$ cat src/ciwm_map.svh
// constants for the interrupt routing, tick timer and sleep wake logic
// assumes one 100 MHz clock and a core that accepts one vector pulse at a time
`ifndef CIWM_MAP_SVH
`define CIWM_MAP_SVH
`define CIWM_NUM_IRQ 21
`define CIWM_NUM_LVL 4
`define CIWM_LVL_NONE 3'h4
`define CIWM_PRIO_LVL_MSB 7
`define CIWM_PRIO_LVL_LSB 6
`define CIWM_LAT_CYC 15
`define CIWM_CLK_HZ 100000000
`define CIWM_REF_HZ 1000000
`define CIWM_REF_DIV (`CIWM_CLK_HZ / `CIWM_REF_HZ)
`define CIWM_TICK_W 24
`define CIWM_TICK_SEL_REF 1'b0
`define CIWM_TICK_SEL_CORE 1'b1
`define CIWM_VEC_NMI 6'h02
`define CIWM_VEC_TICK 6'h0F
`define CIWM_VEC_IRQ_BASE 6'h10
`define CIWM_WAKE_RESTORE_CYC 8
`define CIWM_DIAG_W 8
`define CIWM_DIAG_SEL_W 3
`endif

$ cat src/ciwm_pkg.sv
// types for the interrupt routing, tick timer and sleep wake logic
// assumes ciwm_map.svh constants
`include "ciwm_map.svh"
package ciwm_pkg;
  typedef enum logic [2:0] {
    CIWM_IDLE = 3'h0,
    CIWM_WAIT = 3'h1,
    CIWM_SLEEP = 3'h2,
    CIWM_RESTORE = 3'h6
  } ciwm_state_e;

  typedef struct packed {
    logic fine_target_timer_event;
    logic gross_target_timer_event;
    logic base_tick_event;
    logic sleep_end_event;
    logic radio_error_event;
    logic packet_received_event;
    logic radio_event_end;
    logic cipher_done_event;
    logic radio_soft_request;
  } ciwm_link_src_s;

  typedef struct packed {
    ciwm_state_e st;
    logic [7:0] cnt;
    logic [5:0] cap_vec;
    logic [4:0] cap_irq;
    logic cap_is_irq;
    logic [1:0] cap_lvl;
    logic [`CIWM_NUM_IRQ-1:0] pend;
    logic tick_pend;
    logic nmi_pend;
    logic nmi_act;
    logic [`CIWM_NUM_LVL-1:0] act;
    logic wd_prev;
    logic [6:0] ref_cnt;
    logic ref_en;
    logic [`CIWM_TICK_W-1:0] tick_cnt;
    logic tick_wrap;
    logic vec_valid;
    logic [5:0] vec_id;
    logic down;
    logic wake;
  } ciwm_state_s;
endpackage : ciwm_pkg
$ cat src/ciwm_core.sv
// interrupt mapping, priority arbitration, nesting, tick timer and sleep wake detector
// assumes synchronous inputs, level requests held by sources, one exc_return pulse per handler end
`include "ciwm_map.svh"
module ciwm_core
  import ciwm_pkg::*;
#(
  parameter int unsigned WAKE_RESTORE_CYC = `CIWM_WAKE_RESTORE_CYC
)
(
  input wire logic clk,
  input wire logic rst_b,
  input wire logic radio_sleep_wake_irq,
  input wire ciwm_link_src_s link_src,
  input wire logic serial_port_a_irq,
  input wire logic serial_port_b_irq,
  input wire logic two_wire_irq,
  input wire logic sync_serial_irq,
  input wire logic converter_irq,
  input wire logic key_scanner_irq,
  input wire logic [`CIWM_DIAG_W-1:0] radio_diag_events,
  input wire logic [`CIWM_DIAG_SEL_W-1:0] radio_diag_select,
  input wire logic radio_calibration_irq,
  input wire logic [4:0] pin_event_irq,
  input wire logic shared_timer_irq,
  input wire logic wake_capture_timer_irq,
  input wire logic pin_group_irq,
  input wire logic decoder_irq,
  input wire logic wide_timer_irq,
  input wire logic calendar_clock_irq,
  input wire logic transfer_engine_irq,
  input wire logic crystal_settled_irq,
  input wire logic watchdog_irq,
  input wire logic [`CIWM_NUM_IRQ-1:0] irq_enable,
  input wire logic [`CIWM_NUM_IRQ-1:0][7:0] irq_priority,
  input wire logic [7:0] tick_priority,
  input wire logic tick_enable,
  input wire logic tick_clock_select,
  input wire logic [`CIWM_TICK_W-1:0] tick_reload,
  input wire logic deep_sleep_bit,
  input wire logic core_sleep_req,
  input wire logic exc_return,
  output logic vec_valid,
  output logic [5:0] vec_id,
  output logic [`CIWM_TICK_W-1:0] tick_count,
  output logic tick_wrap,
  output logic core_powered_down,
  output logic core_wake
);
  ciwm_state_s s_ff;
  ciwm_state_s nxt_s;
  logic [`CIWM_NUM_IRQ-1:0] raw;
  logic wake_capture_decoder_irq;
  logic radio_general_irq;
  logic radio_diag_irq;
  logic best_ok;
  logic best_is_irq;
  logic [4:0] best_idx;
  logic [1:0] best_lvl;
  logic [2:0] cur_lvl;
  logic arb_bad;
  logic start_irq;
  logic wd_rise;

  // fixed source-to-line map; the wake detector sees these enabled wires plus the watchdog rise and a pending nmi
  assign radio_general_irq = |link_src;
  assign radio_diag_irq = radio_diag_events[radio_diag_select];
  assign wake_capture_decoder_irq = wake_capture_timer_irq | pin_group_irq | decoder_irq;
  assign raw = {crystal_settled_irq, transfer_engine_irq, calendar_clock_irq,
                wide_timer_irq, wake_capture_decoder_irq, shared_timer_irq,
                pin_event_irq,
                radio_calibration_irq, radio_diag_irq,
                key_scanner_irq, converter_irq, sync_serial_irq, two_wire_irq,
                serial_port_b_irq, serial_port_a_irq,
                radio_general_irq, radio_sleep_wake_irq};
  assign wd_rise = watchdog_irq & ~s_ff.wd_prev;

  // ascending scan with strict compare keeps the lowest number on ties
  always_comb
  begin
    best_ok = s_ff.tick_pend & tick_enable;
    best_is_irq = 1'b0;
    best_idx = 5'h00;
    best_lvl = best_ok ? tick_priority[`CIWM_PRIO_LVL_MSB:`CIWM_PRIO_LVL_LSB] : 2'h3;
    for (int i = 0; i < `CIWM_NUM_IRQ; i++)
    begin
      if (s_ff.pend[i] && irq_enable[i]
          && (!best_ok || irq_priority[i][`CIWM_PRIO_LVL_MSB:`CIWM_PRIO_LVL_LSB] < best_lvl))
      begin
        best_ok = 1'b1;
        best_is_irq = 1'b1;
        best_idx = 5'(i);
        best_lvl = irq_priority[i][`CIWM_PRIO_LVL_MSB:`CIWM_PRIO_LVL_LSB];
      end
    end
    cur_lvl = `CIWM_LVL_NONE;
    for (int l = `CIWM_NUM_LVL - 1; l >= 0; l--)
    begin
      if (s_ff.act[l])
      begin
        cur_lvl = 3'(l);
      end
    end
  end

  assign start_irq = s_ff.st == CIWM_IDLE && !(s_ff.nmi_pend && !s_ff.nmi_act)
                     && !s_ff.nmi_act && best_ok && {1'b0, best_lvl} < cur_lvl;

  always_comb
  begin
    logic take;
    logic tick_step;
    logic tick_fire;
    nxt_s = s_ff;
    take = s_ff.st == CIWM_WAIT && s_ff.cnt == 8'h00;
    tick_step = 1'b0;
    tick_fire = 1'b0;
    nxt_s.vec_valid = 1'b0;
    nxt_s.wake = 1'b0;
    nxt_s.tick_wrap = 1'b0;
    nxt_s.ref_en = 1'b0;
    nxt_s.wd_prev = watchdog_irq;
    if (s_ff.ref_cnt == 7'(`CIWM_REF_DIV - 1))
    begin
      nxt_s.ref_cnt = 7'h00;
      nxt_s.ref_en = 1'b1;
    end
    else
    begin
      nxt_s.ref_cnt = s_ff.ref_cnt + 7'h01;
    end
    if (tick_enable && !s_ff.down)
    begin
      tick_step = (tick_clock_select == `CIWM_TICK_SEL_CORE) ? 1'b1 : s_ff.ref_en;
    end
    if (tick_step)
    begin
      if (s_ff.tick_cnt == '0)
      begin
        nxt_s.tick_cnt = tick_reload;
        nxt_s.tick_wrap = 1'b1;
        tick_fire = 1'b1;
      end
      else
      begin
        nxt_s.tick_cnt = s_ff.tick_cnt - `CIWM_TICK_W'(1);
      end
    end
    // a level still high at the take and vector edges is the request just taken, not a new one
    for (int i = 0; i < `CIWM_NUM_IRQ; i++)
    begin
      nxt_s.pend[i] = (raw[i] | s_ff.pend[i]) & ~(take && s_ff.cap_is_irq && s_ff.cap_irq == 5'(i))
                      & ~(s_ff.vec_valid && s_ff.vec_id == 6'(`CIWM_VEC_IRQ_BASE + i));
    end
    nxt_s.tick_pend = tick_fire | (s_ff.tick_pend & ~(take && s_ff.cap_vec == `CIWM_VEC_TICK));
    nxt_s.nmi_pend = wd_rise | (s_ff.nmi_pend & ~(take && s_ff.cap_vec == `CIWM_VEC_NMI));
    if (exc_return)
    begin
      if (s_ff.nmi_act)
      begin
        nxt_s.nmi_act = 1'b0;
      end
      else if (cur_lvl != `CIWM_LVL_NONE)
      begin
        nxt_s.act[cur_lvl[1:0]] = 1'b0;
      end
    end
    unique case (s_ff.st)
      CIWM_IDLE:
      begin
        if (s_ff.nmi_pend && !s_ff.nmi_act)
        begin
          nxt_s.st = CIWM_WAIT;
          nxt_s.cnt = 8'(`CIWM_LAT_CYC - 1);
          nxt_s.cap_vec = `CIWM_VEC_NMI;
          nxt_s.cap_is_irq = 1'b0;
        end
        else if (start_irq)
        begin
          nxt_s.st = CIWM_WAIT;
          nxt_s.cnt = 8'(`CIWM_LAT_CYC - 1);
          nxt_s.cap_vec = best_is_irq ? `CIWM_VEC_IRQ_BASE + {1'b0, best_idx} : `CIWM_VEC_TICK;
          nxt_s.cap_is_irq = best_is_irq;
          nxt_s.cap_irq = best_idx;
          nxt_s.cap_lvl = best_lvl;
        end
        else if (core_sleep_req && deep_sleep_bit)
        begin
          nxt_s.st = CIWM_SLEEP;
          nxt_s.down = 1'b1;
        end
      end
      CIWM_WAIT:
      begin
        // captured choice is held through the latency; a later winner waits its turn
        if (take)
        begin
          nxt_s.st = CIWM_IDLE;
          nxt_s.vec_valid = 1'b1;
          nxt_s.vec_id = s_ff.cap_vec;
          if (s_ff.cap_vec == `CIWM_VEC_NMI)
          begin
            nxt_s.nmi_act = 1'b1;
          end
          else
          begin
            nxt_s.act[s_ff.cap_lvl] = 1'b1;
          end
        end
        else
        begin
          nxt_s.cnt = s_ff.cnt - 8'h01;
        end
      end
      CIWM_SLEEP:
      begin
        // pure wire detect, no setup state of its own
        if (|(raw & irq_enable) || wd_rise || s_ff.nmi_pend)
        begin
          nxt_s.st = CIWM_RESTORE;
          nxt_s.cnt = 8'(WAKE_RESTORE_CYC - 1);
        end
      end
      CIWM_RESTORE:
      begin
        if (s_ff.cnt == 8'h00)
        begin
          nxt_s.st = CIWM_IDLE;
          nxt_s.down = 1'b0;
          nxt_s.wake = 1'b1;
        end
        else
        begin
          nxt_s.cnt = s_ff.cnt - 8'h01;
        end
      end
      default:
      begin
        nxt_s.st = CIWM_IDLE;
      end
    endcase
  end

  always_ff @(posedge clk)
  begin
    if (!rst_b)
    begin
      s_ff <= '0;
    end
    else
    begin
      s_ff <= nxt_s;
    end
  end

  assign vec_valid = s_ff.vec_valid;
  assign vec_id = s_ff.vec_id;
  assign tick_count = s_ff.tick_cnt;
  assign tick_wrap = s_ff.tick_wrap;
  assign core_powered_down = s_ff.down;
  assign core_wake = s_ff.wake;

  // independent check of the chosen line against all other enabled pending lines
  always_comb
  begin
    arb_bad = 1'b0;
    for (int j = 0; j < `CIWM_NUM_IRQ; j++)
    begin
      if (s_ff.pend[j] && irq_enable[j]
          && (irq_priority[j][7:6] < best_lvl || (irq_priority[j][7:6] == best_lvl && 5'(j) < best_idx)))
      begin
        arb_bad = 1'b1;
      end
    end
  end
endmodule : ciwm_core

$ cat config.mk
export PLATFORM = sky130hd
export DESIGN_NAME = ciwm_core
export DESIGN_NICKNAME = d
export VERILOG_FILES = /design/src/ciwm_pkg.sv /design/src/ciwm_core.sv
export VERILOG_INCLUDE_DIRS = /design/src /design/src/src
export SDC_FILE = /design/constraint.sdc
export NUM_CORES = 1
export LEC_CHECK = 0
export ABC_CLOCK_PERIOD_IN_PS = 8950
export BUFFER_PORTS_ARGS = -buffer_cell sky130_fd_sc_hd__buf_2
export CORE_ASPECT_RATIO = 1.25
export CORE_MARGIN = 2
export CORE_UTILIZATION = 25
export CTS_BUF_LIST = sky130_fd_sc_hd__clkbuf_4 sky130_fd_sc_hd__clkbuf_8
export CTS_CLUSTER_DIAMETER = 30
export DETAILED_ROUTE_END_ITERATION = 8
export GPL_TIMING_DRIVEN = 0
export HOLD_SLACK_MARGIN = 0.03
export PLACE_DENSITY = 0.44
export SETUP_SLACK_MARGIN = 0.1
export SYNTH_ARGS = -nofsm -noshare
export SYNTH_HDL_FRONTEND = slang
export SYNTH_SLANG_ARGS = --single-unit
$ cat constraint.sdc
create_clock -name clk -period 8.95 [get_ports clk]
set_input_delay 0.895 -clock clk [delete_from_list [all_inputs] [get_ports clk]]
set_output_delay 0.895 -clock clk [all_outputs]
set_load 0.05 [all_outputs]
Word level (Yosys, flattened, before mapping)

Cells that the tools add are included.

Add/subtract/negate cells: 4
Magnitude comparators: 27
Equal/unequal tests: 58
Muxes and demuxes: 126
Bitwise operators: 122
Reductions and logical operators: 163

Operators by type and width:

| kind                                                 | number |
|---|---|
| two-way mux 5 bit                                    | 22 |
| logical AND 1 bit                                    | 97 |
| equality test 6 x 5 -> 1 bit (second input constant) | 16 |
| two-way mux 1 bit                                    | 56 |
| NOT 1 bit                                            | 47 |
| bitwise AND 1 bit                                    | 46 |
| two-way mux 2 bit                                    | 23 |
| < comparator 2 bit                                   | 21 |
| equality test 5 x 4 -> 1 bit (second input constant) | 8 |
| one-hot mux 8 bit (4 select lines)                   | 1 |
| equality test 6 bit (second input constant)          | 5 |
| equality test 5 bit (second input constant)          | 5 |
| OR 1 bit                                             | 25 |
| logical NOT 1 bit                                    | 24 |
| logical NOT 24 bit                                   | 1 |
| two-way mux 24 bit                                   | 1 |
| two-way mux 3 bit                                    | 8 |
| subtractor 24 x 1 -> 24 bit (second input constant)  | 1 |
| logical OR 1 bit                                     | 23 |
| two-way mux 22 bit                                   | 1 |
| bitwise AND 21 bit                                   | 1 |
| OR reduction 21 bit                                  | 1 |
| equality test 5 x 3 -> 1 bit (second input constant) | 4 |
| two-way mux 17 bit                                   | 1 |
| 43 further kinds                                     | 62 |

Flip-flop bits (word level): 96

Depth between registers and ports, before layout

Gate-level depths: netlist of run 1.

Word-level depth: 91
Mapped depth: 33
Mapped depth without buffers: 28

Least setup slack after synthesis of run 1

Ideal clock, no wire load.

Path kind: input -> register
Start point: in tick_enable
End point: reg s_ff[82] (netlist bit)
Data arrival time: 6.411 ns
Data required time: 8.876 ns
Setup slack: 2.465 ns
Stages on the path: 30
Buffers on the path: 4
Cells stage by stage: buf_6 a222oi_1 nand2_2 or4_4 buf_6 o21ai_4 nand4_1 a211oi_2 nand3_2 a21oi_4 nor4_2 o22ai_1 a21oi_1 ha_1 nand2_1 nand3_1 or3_1 a21o_1 o21a_1 buf_2 nor2_1 a21oi_1 ha_1 nor4b_1 inv_1 a211oi_2 or2_4 buf_6 nand4b_1 a31oi_1

Word-level cells in the longest chain between the ends: 90

Ends and longest elaborated chain:

| element                                                        | RTL line         | text |
|---|---|---|
| start, declared                                                | ciwm_core.sv:36  | `input wire logic tick_enable,` |
| bitwise AND 1 bit (*)                                          | ciwm_core.sv:80  | `best_ok = s_ff.tick_pend & tick_enable;` |
| two-way mux 2 bit                                              | ciwm_core.sv:83  | `` best_lvl = best_ok ? tick_priority[`CIWM_PRIO_LVL_MSB:`CIWM_PRIO_LVL_LSB] : 2'h3; `` |
| < comparator 2 bit                                             | ciwm_core.sv:87  | `` && (!best_ok \|\| irq_priority[i][`CIWM_PRIO_LVL_MSB:`CIWM_PRIO_LVL_LSB] < best_lvl)) `` |
| logical OR 1 bit                                               | ciwm_core.sv:87  |  |
| logical AND 1 bit                                              | ciwm_core.sv:86  | `if (s_ff.pend[i] && irq_enable[i]` |
| two-way mux 2 bit / two-way mux 1 bit (equally long branches)  | ciwm_core.sv:86  |  |
| < comparator 2 bit / logical NOT 1 bit (equally long branches) | ciwm_core.sv:87  |  |
| logical OR 1 bit                                               | ciwm_core.sv:87  |  |
| (+75 left out)                                                 | -                |  |
| logical OR 1 bit                                               | ciwm_core.sv:87  |  |
| logical AND 1 bit                                              | ciwm_core.sv:86  |  |
| two-way mux 2 bit (*)                                          | ciwm_core.sv:86  |  |
| net best_lvl[1]                                                | ciwm_core.sv:58  | `logic [1:0] best_lvl;` |
| < comparator 2 x 3 -> 1 bit (*)                                | ciwm_core.sv:106 | `&& !s_ff.nmi_act && best_ok && {1'b0, best_lvl} < cur_lvl;` |
| logical AND 1 bit (*)                                          | ciwm_core.sv:106 |  |
| nonzero test 2 bit (no source line) (*)                        | -                |  |
| AND reduction 2 bit (no source line) (*)                       | -                |  |
| end signal, assigned                                           | ciwm_core.sv:251 | `s_ff <= nxt_s;` |
| end, declared                                                  | ciwm_core.sv:49  | `ciwm_state_s s_ff;` |

The timed path passes the listed nets; every way through them passes the cells marked *. The select of a mux whose other input is x is not followed.
A chain may end at the register's enable or synchronous reset.

Worst setup path after layout of run 1

Start point: in irq_enable[0]
End point: reg s_ff[82] (netlist bit)

Word-level cells in the longest chain between the ends: 87

Ends and longest elaborated chain:

| element                                                        | RTL line         | text |
|---|---|---|
| start, declared                                                | ciwm_core.sv:33  | `` input wire logic [`CIWM_NUM_IRQ-1:0] irq_enable, `` |
| logical AND 1 bit (*)                                          | -                |  |
| logical AND 1 bit (*)                                          | ciwm_core.sv:86  |  |
| two-way mux 2 bit / two-way mux 1 bit (equally long branches)  | ciwm_core.sv:86  |  |
| < comparator 2 bit / logical NOT 1 bit (equally long branches) | ciwm_core.sv:87  |  |
| logical OR 1 bit                                               | ciwm_core.sv:87  |  |
| logical AND 1 bit                                              | ciwm_core.sv:86  |  |
| two-way mux 2 bit / two-way mux 1 bit (equally long branches)  | ciwm_core.sv:86  |  |
| < comparator 2 bit / logical NOT 1 bit (equally long branches) | ciwm_core.sv:87  |  |
| (+72 left out)                                                 | -                |  |
| logical OR 1 bit                                               | ciwm_core.sv:87  |  |
| logical AND 1 bit                                              | ciwm_core.sv:86  |  |
| two-way mux 2 bit (*)                                          | ciwm_core.sv:86  |  |
| net best_lvl[1]                                                | ciwm_core.sv:58  |  |
| < comparator 2 x 3 -> 1 bit (*)                                | ciwm_core.sv:106 |  |
| logical AND 1 bit (*)                                          | ciwm_core.sv:106 |  |
| nonzero test 2 bit (no source line) (*)                        | -                |  |
| AND reduction 2 bit (no source line) (*)                       | -                |  |

Marked as above.

==> metrics.md, run 1 <==
| Metric | Value |
|---|---|
| Setup TNS | `0 ns` |
| IO buf count | `170` |
| Dpl cells | `1607` |
| RSZ-0062 raised after global routing | `false` |
| Setup CP Type | `in -> reg` |
| Comb power frac | `62.5%` |
| Full die area | `31400 sq um` |
| Largest cells by area after synthesis | `dfxtp_1, nand2_1, a21oi_1` |
| Clock tree from TritonCTS | `built` |
| Congestion Overflow GR | `0` |
| Clock power frac | `11.3%` |
| CP arrival | `7.72 ns` |
| Number of synthesized flops with an enable pin | `0` |
| DR pass1 iterations | `5` |
| Clock Path Buffers | `2` |
| Crit. End Element | `flop` |
| N_diodes | `0` |
| Count of cell types in the netlist | `95` |
| Register area share after synthesis | `25.7%` |
| Cts hold-fix bufs | `0` |
| Row count | `70` |
| Yosys Warn Count | `0` |
| Clock sinks | `96` |
| Share of layout cells above drive strength 1 | `22.1%` |
| Area leader, netlist | `dfxtp_1` |
| ANT nets after route | `0` |
| Slew @ Worst Pin | `0.910 ns` |
| Crit path required time | `9.24 ns` |
| Core area | `29300 sq um` |
| Gpl congestion | `0.854` |
| Clock Pin Slew Worst Setup and Hold Paths | `0.09 ns` |
| Iter 0 DRT Violations | `592` |
| Initial antenna violation count | `2` |
| Setup ws final | `1.52 ns` |
| DIE HEIGHT | `197 um` |
| Area grow syn2layout | `20.5%` |
| Pin count of the biggest net entering global routing | `15` |
| Tot Pwr | `2.51 mW` |
| Max VDD drop | `0.240 mV` |
| Post-Syn Area per Cell | `7.19 sq um` |
| Initial core utilization | `25.5%` |
| Hold Fails Final Rpt | `0` |
| Post-Syn Area | `7490 sq um` |
| First-pass GRT wire length | `46.7 mm` |
| Mapped Cells | `1041` |
| Min-Delay Path Class | `reg -> reg` |
| Fin util | `30.7%` |
| Number of H-tree levels | `3` |
| Sw frac | `52.4%` |
| Max-slew violation count | `0` |
| Dpl ws | `1.08 ns` |
| Internal power | `1.19 mW` |
| Total GRT Usage | `18.6%` |
| Resize count post-CTS | `0` |
| Most common cell in the netlist | `nand2_1` |
| Share of flip-flops with an asynchronous set or reset | `0%` |
| Synth top area share | `25.7%` |
| Seq pwr share | `26.1%` |
| FMAX | `135 MHz` |
| Switching power | `1.32 mW` |
| Leakage | `3.62 nW` |
| Layout Skew | `0.00974 ns` |
| PwrDens | `278 nW/um^2` |
| Max-slew headroom | `37.7%` |
| Synth top cells by count | `nand2_1, nor2_1, dfxtp_1` |
| Final Setup Violations | `0` |
| Vias/cell | `5.25` |
| Post-route insts no fill | `1623` |
| Ys flop type | `dfxtp_1` |
| Fill count | `3265` |
| Syn nets | `1317` |
| #FFs+latches synth | `96` |
| Detailed Route WL | `29.4 mm` |
| CP Max Fanout | `10` |
| Part of the cycle the worst path needs | `83.1%` |
| I/O pins | `304` |
| Die width | `159 um` |
| Vias in the first global route | `8605` |
| Post-DP HPWL | `23.8 mm` |
| Number of setup buffers added after CTS | `0` |
| Outcome | `completed` |
| Worst path slowest cell | `a222oi_1` |
| Nets | `1498` |
| CP startpoint kind | `primary input` |
| Post-DR wirelength/cell | `18.1 um` |
| Tmin final | `7.43 ns` |
| Clk_lat worst skew | `0.37 ns` |
| CTS Buf Count | `9` |
| Residual DRC | `0` |
| CTS Root Cell | `clkbuf_8` |
| Max_cap viols | `0` |
| CP max stage delay | `0.77 ns` |
| Vias | `8517` |
==> path summary, 6_finish.rpt <==
| kind | startpoint | endpoint | slack (ns) | cells after the start |
|---|---|---|---|---|
| min reg2reg | s_ff[35] | s_ff[35] | 0.45 | 1 |
| min | s_ff[35] | s_ff[35] | 0.45 | 1 |
| max reg2reg | s_ff[49] | s_ff[82] | 1.75 | 29 |
| max | irq_enable[0] | s_ff[82] | 1.52 | 30 |
==> registers in the layout, indices dropped and copies added, names as in the netlist <==
name               cells
core_wake              1
s_ff                  62
vec_id                 6
tick_count            24
tick_wrap              1
vec_valid              1
core_powered_down      1
==> cells in the final DEF, fill, tap and decap left out, types with 13 or more instances in the layout <==
cell type and instances:
buf_2 174, a22oi_1 13, nand2_1 129, o21ai_0 76
or3_1 13, nor4_1 18, buf_4 30, a21oi_1 83
nor3_1 42, a31oi_1 18, nand2b_1 13, a221oi_1 24
a211oi_1 14, and3_1 17, or2_2 14, inv_1 37
nand4_1 15, clkbuf_1 25, dfxtp_1 96, and2_1 14
nor2_1 104, nand3_1 33
==> critical path, delay by kind of cell <==
kind                       cells  cell delay, ns
adders and majority gates      2            0.41
buffers and inverters          5            0.70
AOI/OAI and AO/OA             11            3.06
and+or+nand+nor               12            2.62
==> logic make-up (layout without fill, tap and decap cells) <==
family,Yosys count,count (layout),synth area share (%)
AOI/OAI and AO/OA,356,356,32.5
xor gates and xnor gates,4,4,0.468
adders and majority gates,9,9,1.40
buffers and inverters,102,288,7.09
DFF,96,96,25.7
muxes,4,4,0.886
and+or+nand+nor,470,470,32.0
==> power groups by stage <==
stage | clock (mW) | sequential (mW) | combinational, mW
after floorplan | 0 | 0.632 | 1.16
after global placement | 0 | 0.666 | 1.57
after detailed placement | 0 | 0.662 | 1.56
after CTS | 0.295 | 0.654 | 1.57
after global routing | 0.318 | 0.676 | 1.75
final | 0.285 | 0.657 | 1.57
==> stage by stage <==
step / instance area (sq um) / hold slack [ns]
after floorplan: 7490 / 0.418
after global placement: 8830 / 0.435
after detailed placement: 8830 / 0.441
after CTS: 9020 / 0.458
after global routing: 9020 / 0.490
final: 9020 / 0.454
==> layout make-up <==
type | count | area (sq um) | share of cell area [%]
clock buffers | 13 | 173 | 1.91
inverters | 37 | 139 | 1.54
clock inverters | 3 | 15.0 | 0.166
plain buffers | 65 | 392 | 4.34
flip-flops and latches | 96 | 1920 | 21.3
well taps | 396 | 495 | 5.49
multi-input cells | 843 | 5030 | 55.8
repair buffers | 170 | 851 | 9.43
==> per-layer routing <==
metal	up-vias	routed length [um]	global-route usage [%]
met4	4	1050	7.78
met5	-	21	0
met3	55	1530	2.81
li1	4279	-	-
met2	293	14300	33.2
met1	3886	12500	22.4
Note: power is estimated with default switching activity, not from simulation.
==> run 2, diff against run 1 <==
--- a/config.mk
+++ b/config.mk
@@ -6,7 +6,7 @@
 export SDC_FILE = /design/constraint.sdc
 export NUM_CORES = 1
 export LEC_CHECK = 0
-export ABC_CLOCK_PERIOD_IN_PS = 8950
+export ABC_CLOCK_PERIOD_IN_PS = 7700
 export BUFFER_PORTS_ARGS = -buffer_cell sky130_fd_sc_hd__buf_2
 export CORE_ASPECT_RATIO = 1.25
 export CORE_MARGIN = 2
==> constraint.sdc (replaced) <==
create_clock -name clk -period 7.7 [get_ports clk]
set_input_delay 0.77 -clock clk [delete_from_list [all_inputs] [get_ports clk]]
set_output_delay 0.77 -clock clk [all_outputs]
set_load 0.05 [all_outputs]
==> run 2 against run 1 <==
  * Sequential share of layout area shrank 0.053 points
  * Wire length shrank 0.15%
  * Utilization grew 0.077 points
  * Cell area grew 0.25%
  * Highest routed layer unchanged
==> metrics.md, run 2 (synthesis results as in run 1) <==
| Metric | Value |
|---|---|
| Outcome | `completed` |
| Slew @ Worst Pin | `0.911 ns` |
| Final Setup Violations | `0` |
| CP startpoint kind | `primary input` |
| ANT nets after route | `0` |
| DR top layer | `met5` |
| Fin util | `30.8%` |
| Congestion Overflow GR | `0` |
| Area grow syn2layout | `20.8%` |
| R2R Setup Slk | `0.87 ns` |
| Final hold slack | `0.454 ns` |
| Met2 Routed Length | `14.4 mm` |
| Max_cap viols | `0` |
| Max-slew headroom | `37.7%` |
| Leading cell types in the layout, fill and taps excluded | `buf_2, nand2_1, nor2_1` |
| Hold Fails Final Rpt | `0` |
| Vias/cell | `5.25` |
| Initial core utilization | `25.5%` |
| Number of H-tree levels | `3` |
| Part of the cycle the worst path needs | `90.6%` |
| Clock tree from TritonCTS | `built` |
| Register area | `1920 sq um` |
| Layout Skew | `0.00949 ns` |
| Worst r2r dst | `s_ff[82]` |
| Vias | `8528` |
| Post-route insts no fill | `1625` |
| Iter 0 DRT Violations | `507` |
| Die width | `159 um` |
| Crit path required time | `7.99 ns` |
| DR pass1 iterations | `7` |
| FMAX | `143 MHz` |
| Post-DR wirelength/cell | `18.1 um` |
| FF-to-FF Start | `s_ff[52]` |
| Gpl congestion | `0.854` |
| Max VDD drop | `0.280 mV` |
| Vias in the first global route | `8605` |
| Detailed Route WL | `29.3 mm` |
| Core area | `29300 sq um` |
| Fill count | `3266` |
| Area of the multi-input gates | `5040 sq um` |
| Setup TNS | `0 ns` |
| PwrDens | `323 nW/um^2` |
| CTS Root Cell | `clkbuf_8` |
| I/O pins | `304` |
| Min-Delay Path Class | `reg -> reg` |
| Hold endpoint | `s_ff[35]` |
| WHS Path Cells | `1` |
| Max FFs per register | `62` |
| Tmin final | `6.98 ns` |
| CP max stage delay | `0.57 ns` |
| R2r worst-path depth | `29` |
| IO buf count | `170` |
| Total GRT Usage | `18.6%` |
| CP Max Fanout | `10` |
| DR WL met3 | `1.41 mm` |
| Clock Path Buffers | `2` |
| Row count | `70` |
| DIE HEIGHT | `197 um` |
| Full die area | `31400 sq um` |
| CTS Buf Count | `9` |
| Worst hold path startpoint | `s_ff[35]` |
| N_diodes | `0` |
| Leakage | `3.63 nW` |
| First-pass GRT wire length | `46.7 mm` |
| Reg with most FFs | `s_ff` |
| Setup CP Type | `in -> reg` |
| Clock Pin Slew Worst Setup and Hold Paths | `0.09 ns` |
| Post-DP HPWL | `23.8 mm` |
| Pin count of the biggest net entering global routing | `15` |
| Dpl cells | `1607` |
| M1 WL | `12.6 mm` |
| Clock sinks | `96` |
| Max-slew violation count | `0` |
| Worst path slowest cell | `or4_1` |
| Initial antenna violation count | `2` |
| Nets | `1500` |
| CP arrival | `7.26 ns` |
| RSZ-0062 raised after global routing | `false` |
| Clk_lat worst skew | `0.37 ns` |
| Residual DRC | `0` |
| Commonest non-fill, non-tap cell in the layout | `buf_2` |
| Share of layout cells above drive strength 1 | `22.2%` |
| Crit. End Element | `flop` |
-- run 2: report_power, final --
group          switching, mW  internal, mW  leakage (nW)  total [mW]
Combinational           1.20         0.629          2.74        1.83
Clock                  0.184         0.147         0.103       0.330
Sequential             0.147         0.616         0.788       0.763
Total                   1.53          1.39          3.63        2.92
-- run 2: area by class of cell --
class	instances	share of cell area [%]
plain buffers	65	4.33
clock buffers	13	1.91
clock inverters	3	0.166
inverters	37	1.54
multi-input cells	843	55.8
flip-flops and latches	96	21.3
well taps	396	5.48
repair buffers	172	9.57
-- run 2: stage by stage --
stage                     power, mW  instance area [sq um]  worst slack [ns]
after CTS                      2.93                   9020             0.314
after floorplan                2.09                   7490              1.34
after global placement         2.60                   8830           -0.0700
after global routing           3.19                   9040             0.172
after detailed placement       2.59                   8830           -0.0482
final                          2.92                   9040             0.724
-- run 2: repair_timing --
action,in CTS,in global routing
hold buffers,0,0
buffers inserted,0,2
gates resized for setup,0,1
setup endpoints to repair,0,15
-- run 2: how the worst max path moves through the flow --
stage	cells past startpoint	endpoint	slack, ns	start
finish	30	s_ff[82]	0.72	irq_enable[2]
floorplan	30	s_ff[82]	1.34	tick_enable
CTS	30	s_ff[82]	0.31	irq_enable[0]
global route	30	s_ff[76]	0.17	irq_enable[2]
global placement	30	s_ff[82]	-0.07	irq_enable[0]
detailed placement	30	s_ff[82]	-0.05	irq_enable[0]
-- run 2: layer usage --
layer  vias to the layer above  global-route usage (%)
li1                       4280                       -
met1                      3921                    22.4
met2                       275                    33.2
met3                        48                    2.81
met4                         4                    7.78
met5                         -                       0
-- run 2: worst max-delay path, delay by kind of cell --
kind,cells,cell delay (ns)
AOI/OAI and AO/OA,9,1.99
adders and majority gates,2,0.41
buffers and inverters,5,0.73
and+or+nand+nor,14,3.33
